File: config.mk
export PLATFORM = sky130hd
export DESIGN_NAME = adcsc_chain
export DESIGN_NICKNAME = d
export VERILOG_FILES = /design/src/adcsc_pkg.sv /design/src/adcsc_chain.sv
export VERILOG_INCLUDE_DIRS = /design/src /design/src/src
export SDC_FILE = /design/constraint.sdc
export NUM_CORES = 1
export LEC_CHECK = 0
export ABC_AREA = 0
export BUFFER_PORTS_ARGS = -buffer_cell sky130_fd_sc_hd__buf_2
export CORE_UTILIZATION = 60
export DETAILED_ROUTE_END_ITERATION = 16
export PLACE_DENSITY = 0.81
export SLEW_MARGIN = 30
export SYNTH_ARGS = -nofsm -noshare
export SYNTH_HDL_FRONTEND = slang
export SYNTH_SLANG_ARGS = --single-unit
File: constraint.sdc
create_clock -name clk -period 2.9 [get_ports clk]
set_clock_uncertainty 0.15 [all_clocks]
set_input_delay 0.145 -clock clk [delete_from_list [all_inputs] [get_ports clk]]
set_output_delay 0.145 -clock clk [all_outputs]
set_load 0.01 [all_outputs]
File: src/adcsc_params.svh
`ifndef ADCSC_PARAMS_SVH
`define ADCSC_PARAMS_SVH
`define ADCSC_OP_WAKEUP 8'h02
`define ADCSC_OP_STANDBY 8'h04
`define ADCSC_OP_RESET 8'h06
`define ADCSC_OP_START 8'h08
`define ADCSC_OP_STOP 8'h0a
`define ADCSC_OP_RDC 8'h10
`define ADCSC_OP_SDC 8'h11
`define ADCSC_OP_RD 8'h12
`define ADCSC_PFX_REGISTER_READ_CMD 3'h1
`define ADCSC_PFX_REGISTER_WRITE_CMD 3'h2
`define ADCSC_PFX_CNT 3'h0
`define ADCSC_SYNC_PAT 4'hc
`define ADCSC_FRAME_BITS 152
`define ADCSC_RESET_CYC 18
`endif

File: src/adcsc_pkg.sv
package adcsc_pkg;
   typedef struct packed {
      logic cs_n;
      logic sclk;
      logic din;
      logic chain_in;
   } adcsc_pins_t;
   typedef struct packed {
      logic [7:0] fault_p;
      logic [7:0] fault_n;
      logic [3:0] gpio;
      logic [127:0] chan;
   } adcsc_result_t;
   typedef struct packed {
      logic reg_rd;
      logic reg_wr;
      logic [4:0] addr;
      logic [4:0] count_m1;
   } adcsc_regcmd_t;
   typedef enum logic [3:0] {
      ADCSC_IDLE = 4'b0001,
      ADCSC_BYTE2 = 4'b0010,
      ADCSC_DATA = 4'b0100,
      ADCSC_BUSY = 4'b1000
   } adcsc_state_t;
endpackage
File: src/adcsc_chain.sv
`timescale 1ns/1ps
`include "adcsc_params.svh"
module adcsc_chain
   import adcsc_pkg::*;
#(
   parameter int RESET_CYC = `ADCSC_RESET_CYC
) (
   input wire logic clk,
   input wire logic rst_b,
   input wire adcsc_pkg::adcsc_pins_t pins,
   input wire logic chain_enable,
   input wire logic conv_done,
   input wire adcsc_pkg::adcsc_result_t result,
   output logic dout,
   output logic dout_oe,
   output logic result_ready_n,
   output logic converting,
   output logic standby,
   output logic soft_reset,
   output logic continuous,
   output adcsc_pkg::adcsc_regcmd_t regcmd,
   output logic regcmd_valid,
   output logic halt_pending
);
   import adcsc_pkg::*;

   // busy counter is eight bits wide
   if (RESET_CYC < 1 || RESET_CYC > 255) begin : g_bad_reset_cyc
      $error("reset count out of range");
   end

   localparam int FB = `ADCSC_FRAME_BITS;

   // ==========================================================
   // pin synchronisers
   // ==========================================================
   logic [3:0] s1_reg, s2_reg;
   logic sclk_d_reg;
   always_ff @(posedge clk or negedge rst_b) begin
      if (!rst_b) begin
         // idle pin levels, so no false sclk edge follows reset
         s1_reg <= 4'h8;
         s2_reg <= 4'h8;
         sclk_d_reg <= 1'b0;
      end else begin
         s1_reg <= pins;
         s2_reg <= s1_reg;
         sclk_d_reg <= s2_reg[2];
      end
   end
   logic cs_n, sclk, din, chain_in, rise, fall;
   assign cs_n = s2_reg[3];
   assign sclk = s2_reg[2];
   assign din = s2_reg[1];
   assign chain_in = s2_reg[0];
   assign rise = sclk & ~sclk_d_reg & ~cs_n;
   assign fall = ~sclk & sclk_d_reg & ~cs_n;

   // ==========================================================
   // command byte framing
   // ==========================================================
   logic [2:0] bit_reg;
   logic [7:0] sh_reg;
   logic [7:0] byte_now;
   assign byte_now = {sh_reg[6:0], din};
   always_ff @(posedge clk or negedge rst_b) begin
      if (!rst_b) begin
         bit_reg <= 3'h0;
         sh_reg <= 8'h00;
      end else if (cs_n) begin
         bit_reg <= 3'h0;
      end else if (fall) begin
         bit_reg <= bit_reg + 3'h1;
         sh_reg <= byte_now;
      end
   end
   // opcode bits 7..1 are known at 7th fall; lsb taken as zero, not read
   logic fall7, fall8;
   assign fall7 = fall & (bit_reg == 3'h6);
   assign fall8 = fall & (bit_reg == 3'h7);
   logic [7:0] op7;
   assign op7 = {sh_reg[5:0], din, 1'b0};

   // ==========================================================
   // command state
   // ==========================================================
   adcsc_state_t state_reg;
   logic [7:0] busy_reg;
   logic [4:0] addr_reg;
   logic rd_reg;
   logic sys_ok;
   // while busy or standby only wake is honoured
   assign sys_ok = (state_reg == ADCSC_IDLE) && !standby;
   always_ff @(posedge clk or negedge rst_b) begin
      if (!rst_b) begin
         state_reg <= ADCSC_IDLE;
         busy_reg <= 8'h00;
         addr_reg <= 5'h00;
         rd_reg <= 1'b0;
         regcmd <= '0;
         regcmd_valid <= 1'b0;
         soft_reset <= 1'b0;
      end else begin
         regcmd_valid <= 1'b0;
         soft_reset <= 1'b0;
         case (state_reg)
            ADCSC_IDLE: begin
               if (fall7 && sys_ok && op7 == `ADCSC_OP_RESET) begin
                  soft_reset <= 1'b1;
                  busy_reg <= 8'(RESET_CYC);
                  state_reg <= ADCSC_BUSY;
               end else if (fall8 && sys_ok && !continuous &&
                            (byte_now[7:5] == `ADCSC_PFX_REGISTER_READ_CMD ||
                             byte_now[7:5] == `ADCSC_PFX_REGISTER_WRITE_CMD)) begin
                  addr_reg <= byte_now[4:0];
                  rd_reg <= (byte_now[7:5] == `ADCSC_PFX_REGISTER_READ_CMD);
                  state_reg <= ADCSC_BYTE2;
               end
            end
            ADCSC_BYTE2: begin
               if (cs_n) begin
                  state_reg <= ADCSC_IDLE;
               end else if (fall8) begin
                  if (byte_now[7:5] == `ADCSC_PFX_CNT) begin
                     regcmd <= '{rd_reg, ~rd_reg, addr_reg, byte_now[4:0]};
                     regcmd_valid <= 1'b1;
                     state_reg <= ADCSC_DATA;
                  end else begin
                     state_reg <= ADCSC_IDLE;
                  end
               end
            end
            ADCSC_DATA: begin
               // register data bytes belong to the register file
               if (cs_n) state_reg <= ADCSC_IDLE;
            end
            ADCSC_BUSY: begin
               if (busy_reg <= 8'h01) begin
                  busy_reg <= 8'h00;
                  state_reg <= ADCSC_IDLE;
               end else begin
                  busy_reg <= busy_reg - 8'h01;
               end
            end
            default: state_reg <= ADCSC_IDLE;
         endcase
      end
   end

   // ==========================================================
   // modes: standby, conversions, readout
   // ==========================================================
   // single read only outside continuous mode
   logic rd_req;
   assign rd_req = fall7 && sys_ok && op7 == `ADCSC_OP_RD && !continuous;
   always_ff @(posedge clk or negedge rst_b) begin
      if (!rst_b) begin
         standby <= 1'b0;
      end else if (fall7 && op7 == `ADCSC_OP_WAKEUP) begin
         standby <= 1'b0;
      end else if (fall7 && sys_ok && op7 == `ADCSC_OP_STANDBY) begin
         standby <= 1'b1;
      end
   end
   always_ff @(posedge clk or negedge rst_b) begin
      if (!rst_b) begin
         converting <= 1'b0;
         halt_pending <= 1'b0;
      end else if (soft_reset) begin
         converting <= 1'b0;
         halt_pending <= 1'b0;
      end else if (fall7 && sys_ok && op7 == `ADCSC_OP_START) begin
         converting <= 1'b1;
         halt_pending <= 1'b0;
      end else if (fall7 && sys_ok && op7 == `ADCSC_OP_STOP && converting) begin
         halt_pending <= 1'b1;
      end else if (halt_pending && conv_done) begin
         converting <= 1'b0;
         halt_pending <= 1'b0;
      end
   end
   always_ff @(posedge clk or negedge rst_b) begin
      if (!rst_b) begin
         continuous <= 1'b1;
      end else if (soft_reset) begin
         continuous <= 1'b1;
      end else if (fall8 && sys_ok && byte_now == `ADCSC_OP_SDC) begin
         // 10h and 11h differ only in the lsb, so wait for the whole byte
         continuous <= 1'b0;
      end else if (fall8 && sys_ok && byte_now == `ADCSC_OP_RDC) begin
         continuous <= 1'b1;
      end
   end
   logic new_data;
   assign new_data = conv_done & converting & !standby;
   always_ff @(posedge clk or negedge rst_b) begin
      if (!rst_b) begin
         result_ready_n <= 1'b1;
      end else if (new_data) begin
         result_ready_n <= 1'b0;
      end else if (fall) begin
         result_ready_n <= 1'b1;
      end
   end

   // ==========================================================
   // output frame shifter
   // ==========================================================
   logic [FB-1:0] fr_reg, latch_reg;
   logic [7:0] cnt_reg;
   logic rd_mode_reg;
   // rest of the read opcode byte must not move the frame
   logic rd_skip_reg;

   // one-rise delay on the chain input makes the gap bit
   logic chain_d_reg;
   always_ff @(posedge clk or negedge rst_b) begin
      if (!rst_b) begin
         chain_d_reg <= 1'b0;
      end else if (rise) begin
         chain_d_reg <= chain_in;
      end
   end

   logic [FB-1:0] frame_now;
   assign frame_now = {`ADCSC_SYNC_PAT, result.fault_p, result.fault_n,
                       result.gpio, result.chan};
   always_ff @(posedge clk or negedge rst_b) begin
      if (!rst_b) begin
         latch_reg <= '0;
      end else if (new_data) begin
         latch_reg <= frame_now;
      end
   end
   always_ff @(posedge clk or negedge rst_b) begin
      if (!rst_b) begin
         fr_reg <= '0;
         cnt_reg <= 8'h00;
         rd_mode_reg <= 1'b0;
         rd_skip_reg <= 1'b0;
         dout <= 1'b0;
      end else if (new_data && continuous && (cs_n || cnt_reg == 8'h00)) begin
         fr_reg <= frame_now;
         cnt_reg <= 8'(FB);
         rd_mode_reg <= 1'b0;
         rd_skip_reg <= 1'b0;
         dout <= frame_now[FB-1];
      end else if (rd_req) begin
         fr_reg <= latch_reg;
         cnt_reg <= 8'(FB);
         rd_mode_reg <= 1'b1;
         rd_skip_reg <= 1'b1;
         dout <= latch_reg[FB-1];
      end else if (rise && rd_skip_reg) begin
         // last rise of the read opcode byte keeps the msb
         rd_skip_reg <= 1'b0;
      end else if (rise && cnt_reg != 8'h00) begin
         // chained: shift chain input behind own frame; unchained: rotate the frame
         fr_reg <= {fr_reg[FB-2:0], chain_enable ? chain_d_reg : fr_reg[FB-1]};
         dout <= fr_reg[FB-2];
         if (chain_enable || !rd_mode_reg || cnt_reg != 8'h01) begin
            cnt_reg <= (chain_enable && cnt_reg == 8'h01) ? 8'h01 : cnt_reg - 8'h01;
         end else begin
            cnt_reg <= 8'(FB); // single read repeats frame
         end
      end else if (rise && chain_enable) begin
         fr_reg <= {fr_reg[FB-2:0], chain_d_reg};
         dout <= fr_reg[FB-2];
      end else if (rise && !chain_enable && !rd_mode_reg) begin
         dout <= 1'b0; // no readback in continuous after frame
      end
   end
   // chained mode never rearms the frame, so no repeat
   assign dout_oe = ~cs_n;
endmodule

==> results_dict.tcl <==
set metrics [dict create \
    setup_viol 0 \
    ys_types 56 \
    syn-num-nets 2123 \
    die_w_um 176.2 \
    drt_pre_antenna_iters 6 \
    final_common_cell "nand2_1" \
    ir_drop_uv 634.0 \
    drv_cap 0 \
    cts_inserted_buffers 39 \
    dieArea_mm2 0.03105 \
    crit_fanout 66 \
    syn_inst 1959 \
    final_nets 2367 \
    grt_pass1_vias 16678 \
    finalHoldViolCount 0 \
    largest_reg_flops 152 \
    cts_tree "done" \
    drt_wl_total_um 50820 \
    num_rows 63 \
    worst_ep_required_time_ns 3.17 \
    clock.fmax_ghz 0.3623 \
    worst-slew-pin-transition_ns 0.8577 \
    outcome "complete, no violations" \
    synth_area_mm2 0.01821 \
    fin_tns_setup_ns 0 \
    power_leakage_nw 11.14 \
    ant_nets 0 \
    drive_gt1_share_pct 19.10 \
    gp_congestion 0.8555 \
    power_density_mw_per_mm2 639.5 \
    dp_hpwl_um 26420 \
    route.detailed.drc 0 \
    wl_per_cell_um 19.37 \
    slew_headroom_pct 42.82 \
    ioPinCount 177 \
    synthToLayoutAreaGrowth_pct 22.90 \
    placed_cells 2395 \
    synth_edf_count 0 \
    drt_iter0_drc 1659 \
    ys_seq_area_share_pct 50.74 \
    grt_start_max_net_pins 150 \
    met3_wirelength_um 3678 \
    cts_htree_levels 2 \
    synth_ff_type "dfrtp_1" \
    drt-met1-wl_um 21050 \
    synth-seq-cells 369 \
    antenna_found_initial 3 \
    end_kind "register" \
    grt_pass1_wl_um 83520 \
    async_reset_ff_share_pct 100.0 \
    yosys_warnings 0 \
    final_cell_mix "470 x nand2_1, 364 x dfrtp_1, 175 x buf_2" \
    grt_use_total_pct 33.02 \
    cts_buffer_depth 3 \
    route.met2.wl_um 24650 \
    setup.worst_path.start_class "register" \
    gr-total-overflow 0 \
    die_height_um 176.2 \
    clk_pin_slew_ns 0.06 \
    drt-vias-per-instance 6.203 \
    fin_cells 2623 \
    rsz0062_at_grt "no" \
    port_buffers 176 \
    root_buffer "clkbuf_16" \
    clkSinkCount 369 \
    finalCritPeriodShare_pct 95.19 \
    min_path_type "in -> reg" \
    core-area_mm2 0.02972 \
    topRoutingLayerUsed "met5" \
    p_total_mw 14.31 \
    crit_arrival_ns 3.03 \
    worstSetupPathType "reg -> reg" \
    syn_area_per_cell_um2 9.296 \
    num_vias 16270 \
    start_util_pct 61.28 \
    drv_slew 0 \
    fin_crit_ns 2.760 \
    clk-insertion-delay-late_ns 0.53 \
]
==> worst paths after layout <==
check	startpoint	endpoint	slack [ns]	depth (start not counted)
worst max register to register	cnt_reg[0]$_DFFE_PN0P_	fr_reg[17]$_DFFE_PN0P_	0.14	8
worst max-delay path	cnt_reg[0]$_DFFE_PN0P_	fr_reg[17]$_DFFE_PN0P_	0.14	8
worst min-delay path	chain_enable	cnt_reg[0]$_DFFE_PN0P_	0.06	5
min in group asynchronous	rst_b	fr_reg[34]$_DFFE_PN0P_	0.11	2
max in group asynchronous	rst_b	state_reg[0]$_DFFE_PN1P_	1.61	3
worst min register to register	s1_reg[0]$_DFF_PN0_	s2_reg[0]$_DFF_PN0_	0.20	0
==> metrics by stage <==
step	area (um^2)	hold WS (ns)	worst slack, ns	utilization (%)
final	22380	0.05762	0.1396	75.31
after global routing	22380	0.08287	0.01031	75.29
after CTS	22320	0.01746	0.07191	75.10
after detailed placement	19470	0.1007	0.1137	65.53
after global placement	19470	0.1066	0.1707	65.53
after floorplan	18210	-0.3006	0.4343	-
==> layer usage <==
layer  track usage [%]  up-vias
met2             54.31      761
met4             12.10        2
met5                 0        -
met3             5.448      130
li1                  -     7355
met1             44.19     8022
==> cell families after synthesis <==
kind of cell,Yosys count,share of synthesized area [%]
muxes,33,2.013
adders and majority gates,8,0.5497
buffers and inverters,185,4.583
and+or+nand+nor,1009,25.01
AOI/OAI and AO/OA,351,16.91
DFF,369,50.74
xor gates and xnor gates,4,0.1924
==> power breakdown <==
group	switching [mW]	leakage (nW)	total [mW]	internal [mW]
combinational	1.35	5.66	2.27	0.928
clock	2.05	0.645	5.08	3.04
sequential	0.670	4.83	6.95	6.28
==> timing repair <==
action | in CTS | in global routing
resized for setup | 0 | 4
buffers inserted | 0 | 1
setup endpoints to repair | 0 | 50
endpoints found under the hold margin | 385 | 0
hold buffers | 154 | 0
==> cell type report <==
class                           count  area (um^2)
Sequential cell                   369         9240
Multi-Input combinational cell   1405         8184
Fill cell                        1973         7337
Timing Repair Buffer              375         3107
Clock buffer                       59         1204
Tap cell                          390        488.0
Clock inverter                      9        101.3
Inverter                           13        48.80
Antenna cell                        3        7.507
==> critical path, stage by stage, from the launching register on <==
cell and delay [ns]:
dfrtp_1 0.42, inv_1 0.12, ha_1 0.20, or3b_2 0.55, o31ai_4 0.33, clkbuf_16 0.28, buf_16 0.30, nand3_1 0.16
o31ai_1 0.12
==> synth_stat cells (2+ instances only) <==
cell type / n / share of area [%]
nor2_1: 175 / 3.6
and2_1: 4 / 0.14
dfstp_2: 5 / 0.72
o31ai_1: 51 / 2.1
a211oi_1: 147 / 6.1
buf_4: 4 / 0.16
xnor2_1: 4 / 0.19
buf_1: 2 / 0.041
and3_1: 152 / 5.2
and3b_1: 2 / 0.096
a31oi_1: 4 / 0.14
nand4_1: 2 / 0.069
or3b_2: 2 / 0.096
a22o_1: 3 / 0.14
buf_6: 13 / 0.80
nor4bb_1: 2 / 0.11
nor4b_2: 2 / 0.16
nor3_1: 13 / 0.36
nand2_1: 472 / 9.7
inv_1: 13 / 0.27
nand3_1: 156 / 4.3
mux2_1: 7 / 0.43
mux2i_1: 4 / 0.22
ha_1: 8 / 0.55
nor3b_1: 4 / 0.16
nor4_1: 2 / 0.069
o31ai_2: 100 / 6.9
a21oi_1: 6 / 0.16
o21ai_0: 26 / 0.71
dfrtp_1: 364 / 50
nor4b_1: 3 / 0.14
nor2b_1: 4 / 0.14
mux2_2: 22 / 1.4
or3_1: 3 / 0.10
clkbuf_1: 131 / 2.7
nand2b_1: 4 / 0.14
or4b_2: 2 / 0.11
buf_2: 22 / 0.60
a211o_1: 2 / 0.096
No activity file was read; power rests on OpenSTA's default activity.
